### config.mk
export PLATFORM = sky130hd
export DESIGN_NAME = usr8
export DESIGN_NICKNAME = d
export VERILOG_FILES = /design/src/shared/usr8_pkg.sv /design/src/hw/usr8.sv
export VERILOG_INCLUDE_DIRS = /design/src /design/src/shared
export SDC_FILE = /design/constraint.sdc
export NUM_CORES = 1
export LEC_CHECK = 0
export BUFFER_PORTS_ARGS = -buffer_cell sky130_fd_sc_hd__buf_2
export CORE_ASPECT_RATIO = 0.75
export CORE_MARGIN = 2
export CORE_UTILIZATION = 65
export DETAILED_ROUTE_END_ITERATION = 8
export PLACE_DENSITY = 0.85
export SETUP_SLACK_MARGIN = 0.4
export SLEW_MARGIN = 5
export SYNTH_ARGS = -nofsm -noshare
export SYNTH_HDL_FRONTEND = slang
export SYNTH_SLANG_ARGS = --single-unit
### constraint.sdc
create_clock -name clk -period 5.6 [get_ports clk]
set_input_delay 0.84 -clock clk [delete_from_list [all_inputs] [get_ports clk]]
set_output_delay 0.84 -clock clk [all_outputs]
set_load 0.01 [all_outputs]
### src/shared/usr8_defs.svh
// Offsets, field positions, reset values and counts of the eight-bit universal shift register.
`ifndef USR8_DEFS_SVH
`define USR8_DEFS_SVH

// Register byte offsets on the APB side.
`define USR8_OFS_CTRL          8'h00
`define USR8_OFS_STATUS        8'h04
`define USR8_OFS_FIFO_DATA     8'h08

// Control register fields.
`define USR8_CTRL_CAPTURE_EN   0
`define USR8_CTRL_SW_CLEAR     1
`define USR8_CTRL_SW_STEP      2
`define USR8_CTRL_RESET        32'h0000_0000

// Status register fields.
`define USR8_STAT_STORE_LSB    0
`define USR8_STAT_MODE_LSB     8
`define USR8_STAT_DRIVE        10
`define USR8_STAT_PENDING      11
`define USR8_STAT_FIFO_EMPTY   12
`define USR8_STAT_FIFO_FULL    13
`define USR8_STAT_CLEARING     14

// Capture data register fields.
`define USR8_FIFO_VALID        8

// Storage width and capture depth.
`define USR8_WIDTH             8
`define USR8_FIFO_DEPTH        32

`endif

### src/shared/usr8_pkg.sv
// Types shared by the eight-bit universal shift register, its checker and its bench.
package usr8_pkg;

  // Function select code, high bit first.
  typedef enum logic [1:0] {
    MODE_HOLD        = 2'b00,
    MODE_SHIFT_RIGHT = 2'b01,
    MODE_SHIFT_LEFT  = 2'b10,
    MODE_LOAD        = 2'b11
  } mode_t;

  // Every level that arrives on a device pin, bit 0 of data is the first shared pin.
  typedef struct packed {
    logic       shift_clock;
    logic       clear_n;
    logic       function_select_high;
    logic       function_select_low;
    logic       output_control_n_first;
    logic       output_control_n_second;
    logic       left_serial_input;
    logic       right_serial_input;
    logic [7:0] shared_pin_in;
  } pin_in_t;

endpackage

### src/hw/usr8.sv
// Eight-bit universal shift/storage register with APB access and a capture buffer.
`timescale 1ns/100ps
`include "usr8_defs.svh"

module capture_fifo #(
  parameter int WIDTH = `USR8_WIDTH,
  parameter int DEPTH = `USR8_FIFO_DEPTH
) (
  // Clock and reset.
  input  wire logic             clk,
  input  wire logic             rst,
  // Filling side.
  input  wire logic             in_valid,
  output logic                  in_ready,
  input  wire logic [WIDTH-1:0] in_data,
  // Draining side.
  output logic                  out_valid,
  input  wire logic             out_ready,
  output logic [WIDTH-1:0]      out_data
);
  localparam int AW = (DEPTH > 1) ? $clog2(DEPTH) : 1;

  typedef struct packed {
    logic [DEPTH-1:0][WIDTH-1:0] mem;
    logic [AW-1:0]               wr_ptr;
    logic [AW-1:0]               rd_ptr;
    logic [AW:0]                 count;
  } fifo_state_t;

  fifo_state_t st;
  fifo_state_t next_st;
  logic        push;
  logic        pop;

  assign in_ready  = (st.count != (AW+1)'(DEPTH));
  assign out_valid = (st.count != '0);
  assign out_data  = st.mem[st.rd_ptr];
  assign push      = in_valid & in_ready;
  assign pop       = out_valid & out_ready;

  always_comb begin
    next_st = st;
    if (push) begin
      next_st.mem[st.wr_ptr] = in_data;
      // Pointers wrap explicitly so that a depth that is not a power of two still works.
      next_st.wr_ptr = (st.wr_ptr == AW'(DEPTH-1)) ? '0 : st.wr_ptr + AW'(1);
    end
    if (pop) begin
      next_st.rd_ptr = (st.rd_ptr == AW'(DEPTH-1)) ? '0 : st.rd_ptr + AW'(1);
    end
    if (push && !pop) begin
      next_st.count = st.count + (AW+1)'(1);
    end else if (pop && !push) begin
      next_st.count = st.count - (AW+1)'(1);
    end
  end

  always_ff @(posedge clk) begin
    if (rst) begin
      st <= '0;
    end else begin
      st <= next_st;
    end
  end

endmodule // capture_fifo

// Functional notes
// - Eight storage bits, each sharing one two-way pin for load and output.
// - Select 00 hold, 01 shift right, 10 shift left, 11 load; no edge, no change.
// - Shift right: bit A takes right serial input, bits move toward H.
// - Shift left: bit H takes left serial input, bits move toward A.
// - Both selects high: the eight pin levels are captured at the clock edge.
// - Both selects high: pin drivers are off whatever the output controls say.
// - Pins driven only with both output controls low and mode not load.
// - Contents appear on enabled pins in hold and both shift modes.
// - Low clear forces storage and both end outputs low, above every mode.
// - Output controls touch only the pin drivers, never the stored state.
// - End serial outputs always driven; neighbours chain them into serial inputs.
module usr8 #(
  parameter int WIDTH      = `USR8_WIDTH,
  parameter int FIFO_DEPTH = `USR8_FIFO_DEPTH
) (
  // Clock and reset.
  input  wire logic                  clk,
  input  wire logic                  rst,
  // APB slave.
  input  wire logic                  psel,
  input  wire logic                  penable,
  input  wire logic                  pwrite,
  input  wire logic [7:0]            paddr,
  input  wire logic [31:0]           pwdata,
  output logic [31:0]                prdata,
  output logic                       pready,
  output logic                       pslverr,
  // Device pins, inputs.
  input  wire usr8_pkg::pin_in_t     pins,
  // Device pins, outputs.
  output logic [7:0]                 shared_pin_out,
  output logic [7:0]                 shared_pin_oe_n,
  output logic                       low_end_serial_output,
  output logic                       high_end_serial_output
);
  import usr8_pkg::*;

  typedef struct packed {
    pin_in_t    sync1;
    pin_in_t    sync2;
    pin_in_t    sync3;
    pin_in_t    filt;
    logic       clock_prev;
    logic [7:0] store;
    logic       drive;
    logic       op_pending;
    mode_t      op_mode;
    logic [7:0] op_data;
    logic       op_left;
    logic       op_right;
    logic       capture_en;
    logic       ack;
    logic       err;
    logic [31:0] rd_data;
  } state_t;

  state_t     st;
  state_t     next_st;
  mode_t      pin_mode;
  logic       clock_rise;
  logic       wr_commit;
  logic       rd_commit;
  logic       sw_clear;
  logic       sw_step;
  logic       clear_active;
  logic       step_event;
  logic       can_exec;
  logic [7:0] op_result;
  logic       push_valid;
  logic       push_ready;
  logic       pop_valid;
  logic       pop_ready;
  logic [7:0] pop_data;
  logic [31:0] status_word;

  capture_fifo #(
    .WIDTH (WIDTH),
    .DEPTH (FIFO_DEPTH)
  ) capture_fifo_i (
    .clk       (clk),
    .rst       (rst),
    .in_valid  (push_valid),
    .in_ready  (push_ready),
    .in_data   (op_result),
    .out_valid (pop_valid),
    .out_ready (pop_ready),
    .out_data  (pop_data)
  );

  // The mode and edge come from the filtered pin levels, so data and selects stay aligned.
  assign pin_mode   = mode_t'({st.filt.function_select_high, st.filt.function_select_low});
  assign clock_rise = st.filt.shift_clock & ~st.clock_prev;

  // APB handshake: setup latches the answer, the following access cycle completes it.
  assign pready    = psel & penable & st.ack;
  assign pslverr   = pready & st.err;
  assign prdata    = st.rd_data;
  assign wr_commit = pready & pwrite;
  assign rd_commit = pready & ~pwrite;
  assign pop_ready = rd_commit & (paddr == `USR8_OFS_FIFO_DATA);

  assign sw_clear = wr_commit & (paddr == `USR8_OFS_CTRL) & pwdata[`USR8_CTRL_SW_CLEAR];
  assign sw_step  = wr_commit & (paddr == `USR8_OFS_CTRL) & pwdata[`USR8_CTRL_SW_STEP];

  // Clear works from the filtered pin, so a glitch sampled at only one clock edge is ignored.
  assign clear_active = ~st.filt.clear_n | sw_clear;
  assign step_event   = clock_rise | sw_step;

  // A stalled operation waits for room in the buffer rather than losing its result.
  assign can_exec   = st.op_pending & (~st.capture_en | push_ready) & ~clear_active;
  assign push_valid = can_exec & st.capture_en;

  always_comb begin
    op_result = st.store;
    unique case (st.op_mode)
      MODE_HOLD: begin
        op_result = st.store;
      end
      MODE_SHIFT_RIGHT: begin
        op_result = {st.store[6:0], st.op_right};
      end
      MODE_SHIFT_LEFT: begin
        op_result = {st.op_left, st.store[7:1]};
      end
      MODE_LOAD: begin
        op_result = st.op_data;
      end
    endcase
  end

  always_comb begin
    status_word                                          = '0;
    status_word[`USR8_STAT_STORE_LSB +: 8]               = st.store;
    status_word[`USR8_STAT_MODE_LSB +: 2]                = pin_mode;
    status_word[`USR8_STAT_DRIVE]                        = st.drive;
    status_word[`USR8_STAT_PENDING]                      = st.op_pending;
    status_word[`USR8_STAT_FIFO_EMPTY]                   = ~pop_valid;
    status_word[`USR8_STAT_FIFO_FULL]                    = ~push_ready;
    status_word[`USR8_STAT_CLEARING]                     = ~st.filt.clear_n;
  end

  always_comb begin
    next_st = st;

    // Three-stage pin synchroniser; a level counts once stages two and three agree.
    next_st.sync1 = pins;
    next_st.sync2 = st.sync1;
    next_st.sync3 = st.sync2;
    next_st.filt  = pin_in_t'((st.sync2 & st.sync3) | (st.filt & (st.sync2 ^ st.sync3)));
    next_st.clock_prev = st.filt.shift_clock;

    // Drivers depend on output controls and mode only, never on what is stored.
    next_st.drive = ~st.filt.output_control_n_first & ~st.filt.output_control_n_second
                    & (pin_mode != MODE_LOAD);

    // Execute a waiting operation, then accept a new edge if the slot is free.
    if (can_exec) begin
      next_st.store      = op_result;
      next_st.op_pending = 1'b0;
    end
    if (step_event && (!st.op_pending || can_exec)) begin
      next_st.op_pending = 1'b1;
      next_st.op_mode    = pin_mode;
      next_st.op_data    = st.filt.shared_pin_in;
      next_st.op_left    = st.filt.left_serial_input;
      next_st.op_right   = st.filt.right_serial_input;
    end

    // Clear overrides everything that would touch the storage this cycle.
    if (clear_active) begin
      next_st.store      = '0;
      next_st.op_pending = 1'b0;
    end

    // APB setup phase: decode and latch the answer for the access phase.
    if (psel && !penable) begin
      next_st.ack     = 1'b1;
      next_st.err     = 1'b0;
      next_st.rd_data = '0;
      unique case (paddr)
        `USR8_OFS_CTRL: begin
          next_st.rd_data[`USR8_CTRL_CAPTURE_EN] = st.capture_en;
        end
        `USR8_OFS_STATUS: begin
          next_st.err = pwrite;
          next_st.rd_data = status_word;
        end
        `USR8_OFS_FIFO_DATA: begin
          next_st.err = pwrite;
          next_st.rd_data[7:0]              = pop_data & {8{pop_valid}};
          next_st.rd_data[`USR8_FIFO_VALID] = pop_valid;
        end
        default: begin
          next_st.err = 1'b1;
        end
      endcase
    end
    if (pready) begin
      next_st.ack = 1'b0;
    end
    if (wr_commit && paddr == `USR8_OFS_CTRL) begin
      next_st.capture_en = pwdata[`USR8_CTRL_CAPTURE_EN];
    end
  end

  always_ff @(posedge clk) begin
    if (rst) begin
      // Output controls start inactive in every stage, so the pins stay released after reset.
      st                              <= '0;
      st.sync1.output_control_n_first  <= 1'b1;
      st.sync1.output_control_n_second <= 1'b1;
      st.sync2.output_control_n_first  <= 1'b1;
      st.sync2.output_control_n_second <= 1'b1;
      st.sync3.output_control_n_first  <= 1'b1;
      st.sync3.output_control_n_second <= 1'b1;
      st.filt.output_control_n_first   <= 1'b1;
      st.filt.output_control_n_second  <= 1'b1;
    end else begin
      st <= next_st;
    end
  end

  // Pin data comes straight from the storage flip-flops.
  assign shared_pin_out  = st.store;
  assign shared_pin_oe_n = {8{~st.drive}};

  // End outputs are never released; clear pulls them low at once.
  assign low_end_serial_output  = st.store[0] & ~clear_active;
  assign high_end_serial_output = st.store[7] & ~clear_active;

endmodule // usr8

# After elaboration in Yosys (flattened, before gate mapping)
# Index checks and enable logic that the tools add are counted.
# classes
add_sub_neg	4
magnitude_cmp	3
eq_ne	9
muxes	16
n_bitwise	37
n_reduce_logical	19
# ops
operator	count
bitwise mux 256 bit	1
binary-select mux 8 bit (select 5 bit)	1
demux 8 bit (select 5 bit)	1
bitwise AND 16 bit	2
case mux 8 bit (4 select lines)	1
bitwise AND 1 bit	19
2-to-1 mux 6 bit	3
2-to-1 mux 8 bit	2
bitwise OR 16 bit	1
case mux 8 bit (2 select lines)	1
bitwise XOR 16 bit	1
2-to-1 mux 13 bit	1
< comparator 5 x 6 -> 1 bit, second input constant	2
adder 5 x 1 -> 5 bit, second input constant	2
== test 5 bit, second input constant	2
2-to-1 mux 5 bit	2
NOT 1 bit	10
bitwise AND 8 bit	1
== test 8 x 3 -> 1 bit, second input constant	1
== test 8 x 4 -> 1 bit, second input constant	1
zero test 8 bit	1
adder 6 x 1 -> 6 bit, second input constant	1
logical AND 1 bit	6
inequality test 6 bit, second input constant	1
15 further kinds	24
# word_totals
reg_bits	394
out_inout_bits	52
wordCells	171

# Logic depth before layout (Yosys ltp)
# depth
depth_word	14
ltp_mapped	15
ltp_nobuf	13

# Hierarchy
# From an unflattened synthesis, not the netlist that was laid out.
# hier_totals
hier_cells	1584
area_unflattened_um2	17245.3
# by_module_without_submodules
module	instances	cells_per_inst	area_each_um2
capture_fifo	1	1168	12907.4
usr8	1	416	4337.9

# Least setup slack after synthesis
# No wires, ideal clock.
# synth_timing
path_kind	input-to-reg
startpoint	in paddr[1]
endpoint	reg capture_fifo_i.st[5] (netlist bit)
arrival_ps	3792
required_time_ps	5479
path_slack_ps	1687
stages	12
n_path_buf	1
cell_sequence	or4_4 > a211o_1 > or4_4 > buf_6 > ha_1 > inv_1 > ha_1 > a21o_1 > a21oi_1 > o21ai_0 > o311ai_0 > mux2_2
# synth_between
elab_chain_len	11
# synth_rtl
item	line	source
from (decl)	usr8.sv:91	input wire logic [7:0] paddr,
zero test 8 bit	n/a	
bitwise AND 1 bit (2 in a row)	usr8.sv:170	assign sw_clear = wr_commit & (paddr == `USR8_OFS_CTRL) & pwdata[`USR8_CTRL_SW_CLEAR];
bitwise OR 1 bit	usr8.sv:174	assign clear_active = ~st.filt.clear_n | sw_clear;
NOT 1 bit	usr8.sv:178	assign can_exec = st.op_pending & (~st.capture_en | push_ready) & ~clear_active;
bitwise AND 1 bit	usr8.sv:178	
bitwise AND 1 bit	usr8.sv:179	assign push_valid = can_exec & st.capture_en;
bitwise AND 1 bit	usr8.sv:38	assign push = in_valid & in_ready;
zero test 1 bit	usr8.sv:53	end else if (pop && !push) begin
logical AND 1 bit	usr8.sv:53	
nonzero test 2 bit (no line)	n/a	
to (signal assigned)	usr8.sv:62	st <= next_st;
to (decl)	usr8.sv:30	fifo_state_t st;
# Parallel ways exist; a longest one is shown, timed or not.
# A chain may end at the register's enable or synchronous reset.

# Worst setup path after layout
# layout_timing
startpoint	in paddr[1]
endpoint	reg capture_fifo_i.st[5] (netlist bit)
# layout_between
elab_chain_len	11
# layout_rtl
item	line	source
zero test 8 bit *	n/a	
bitwise AND 1 bit * (2 in a row)	usr8.sv:170	
bitwise OR 1 bit *	usr8.sv:174	
NOT 1 bit *	usr8.sv:178	
bitwise AND 1 bit *	usr8.sv:178	
bitwise AND 1 bit *	usr8.sv:179	
bitwise AND 1 bit *	usr8.sv:38	
via capture_fifo_i.push	usr8.sv:32	logic push;
zero test 1 bit	usr8.sv:53	
logical AND 1 bit	usr8.sv:53	
nonzero test 2 bit (no line)	n/a	
# The timed path passes the listed nets; every way through them passes the cells marked *.

==> impl_metrics.yaml <==
grt:
  grt_pass1_vias: 13000
  grt_pass1_wl_um: 69000
  grt_overflow_total: 0
  antenna_found_initial: 0
  grt_max_degree: 163
  grtUsageTotal_pct: 31.0
cts:
  clk_pin_slew_worst_paths_ps: 70
  cts_tree: "done"
  cts_buffers: 36
  cts_resized: 0
  cts_root_buf: "clkbuf_16"
  htreeDepth: 2
  cts_setup_buffers: 0
  cts_buffer_depth: 3
  clkLatencyLatePin_ps: 540
  cts_sinks: 377
  hold_buffers: 0
synth:
  synth_edf_count: 0
  synth_cell_types: 65
  avgSynthCellArea_um2: 9.76
  yosys_warnings: 0
  synthCells: 1768
  synth-seq-cells: 377
  yosysSeqAreaShare_pct: 43.7
  synth_flop_cell: "dfxtp_1"
  synth_area_um2: 17300
  synth_async_sr_flop_share_pct: 0
floorplanning:
  start_util_pct: 66.3
  io_pins: 113
  die_h_um: 145
  die_area_um2: 27900
  core_area_um2: 26000
  dieWidth_um: 192
  rows: 51
worst_setup_path:
  endpoint_kind: "flip-flop"
  cp_cell_sequence: "buf_2, nor4_1, and4_1, buf_4, a211o_1, inv_1, ha_1, inv_1, ha_1, a21o_1, a21oi_1, o21ai_0, o311ai_0, mux2_2"
  r2r-start: "capture_fifo_i.st[0]$_SDFFE_PP0P_"
  critical_path.max_fanout: 19
  r2r_slack_ps: 1940
  slowest_stage: "nor4_1"
  reg2reg_to: "capture_fifo_i.st[5]$_SDFFE_PP0P_"
  cp.required_ps: 6020
  crit_type: "in2reg"
  cp_data_arrival_time_ps: 4350
  start_kind: "input port"
  cp_slowest_stage_delay_ps: 450
  r2r_cells: 13
  startpoint: "paddr[1]"
placed_design:
  gp_congestion: 0.873
  io_buffers: 66
  dp_hpwl_um: 26000
  pre_cts_ws_ps: 1220
route:
  firstDrtPassIters: 6
  met2_length_um: 20200
  drt_wl_total_um: 43600
  drtIter0Drc: 1461
  vias: 13500
  drc: 0
  wl_per_cell_um: 21.1
  drt-met1-wl_um: 18300
  via_per_inst: 6.52
  maxUsedRoutingLayer: "met4"
  route.met3.wl_um: 3750
  antenna_left: 0
sta:
  fmax_mhz: 255
  finalSetupViolations: 0
  slew_headroom_pct: 14.7
  finalHoldViolCount: 0
  tns_ps: 0
  clock_skew_ps: 13.6
  maxSlewViolCount: 0
  setup_ws_ps: 1670
  final.min_clock_period_ps: 3930
  rsz0062_at_grt: "false"
  worst_pin_slew_ps: 1280
  finalCritPeriodShare_pct: 70.1
layout:
  final_common_cell: "dfxtp_1"
  n_fill_cell: 1798
  final_nets: 1789
  seq_area_um2: 7550
  utilization_pct: 70.8
  multi_input_area_um2: 8690
  drive_gt1_share_pct: 15.8
  areaGrowthSynthToFinish_pct: 6.76
  num_antenna_cells: 0
  mostFrequentLayoutCells: "dfxtp_1 (374), nor2_1 (171), mux2i_1 (169), a21oi_1 (169), nor3_1 (163)"
status:
  status: "complete, no violations"
power:
  ir_worst_vdd_mv: 0.380
  cellLeakagePower_nw: 7.12
  p_total_mw: 5.24
  p_per_area_nw_per_um2: 284
min_path:
  holdPathEnd: "next_st[84]$_SDFF_PP1_"
  hp-class: "reg2reg"
  holdPathStages: 1
  min-delay-start: "next_st[100]$_SDFF_PP1_"
run:
  max_cap_viol_count: 0
per-stage QoR:
stage / instances / hold slack [ps] / instance area [µm²]
after global routing: 2068 / 436 / 18400
after CTS: 2068 / 409 / 18400
after floorplan: 1784 / 389 / 17300
after global placement: 2005 / 395 / 17300
after detailed placement: 2005 / 393 / 17300
final: 2068 / 410 / 18400
report_power, final:
group	internal, mW	total, mW	switching [mW]
registers	2.70	2.70	0.00614
clock network	1.36	2.44	1.07
logic	0.0298	0.101	0.0715
total	4.09	5.24	1.15
routing by layer:
metal / global-route usage (%) / up-vias
li1: - / 6121
met5: 0 / -
met4: 10.8 / 0
met2: 48.9 / 673
met1: 42.9 / 6586
met3: 5.25 / 107
final cells by class:
class	instances	share of cell area [%]
Sequential cell	377	41.0
Inverter	11	0.224
Timing Repair Buffer	87	2.91
Tap cell	344	2.34
Clock inverter	16	0.971
Multi-Input combinational cell	1186	47.2
Clock buffer	47	5.39
sequential cells by signal, indices dropped and copies added (netlist names):
register,cells
prdata,15
shared_pin_out,8
next_st,33
capture_fifo_i.st,272
st,47
pin_mode,2
cells in the mapped netlist, drive strengths merged, types with 7 or more instances:
master	number	area [µm²]
mux4	70	1580
nand2	63	236
nor3	164	821
a2111oi	8	139
nand3	27	135
a211o	16	140
a311oi	9	78.8
inv	11	41.3
buf	76	507
mux2i	169	1690
a22oi	8	60.1
ha	28	350
a211oi	28	210
clkbuf	134	563
mux2	10	113
nor2	172	648
nor2b	58	363
o211ai	21	228
o21ai	59	295
nand2b	29	181
or2	7	43.8
a21oi	169	846
dfxtp	377	7550
and2	7	43.8
worst max path at each step:
stage                                             end  slack (ps)  cells past startpoint
global placement    capture_fifo_i.st[5]$_SDFFE_PP0P_        1340                     14
detailed placement  capture_fifo_i.st[5]$_SDFFE_PP0P_        1220                     14
floorplan           capture_fifo_i.st[5]$_SDFFE_PP0P_        1690                     12
CTS                 capture_fifo_i.st[5]$_SDFFE_PP0P_        1720                     14
global route        capture_fifo_i.st[5]$_SDFFE_PP0P_        1440                     14
finish              capture_fifo_i.st[5]$_SDFFE_PP0P_        1670                     14
worst max-delay path: cells and delay by family:
kind            cells  cell delay, ps
compound gates      5            1150
simple gates        2             710
buf+inv             4             700
fa+ha+maj           2             530
mux                 1             410
kinds of logic (layout without fill, tap and decap cells):
logic type / count (synthesis) / count (layout) / synth area share, %
mux: 249 / 249 / 19.6
compound gates: 332 / 332 / 12.3
simple gates: 555 / 555 / 15.6
flops: 377 / 377 / 43.7
xor+xnor: 4 / 4 / 0.203
fa+ha+maj: 29 / 29 / 2.15
buf+inv: 221 / 161 / 6.44
other cells: 1 / 17 / 0.0217
(Power assumes the default switching activity.)
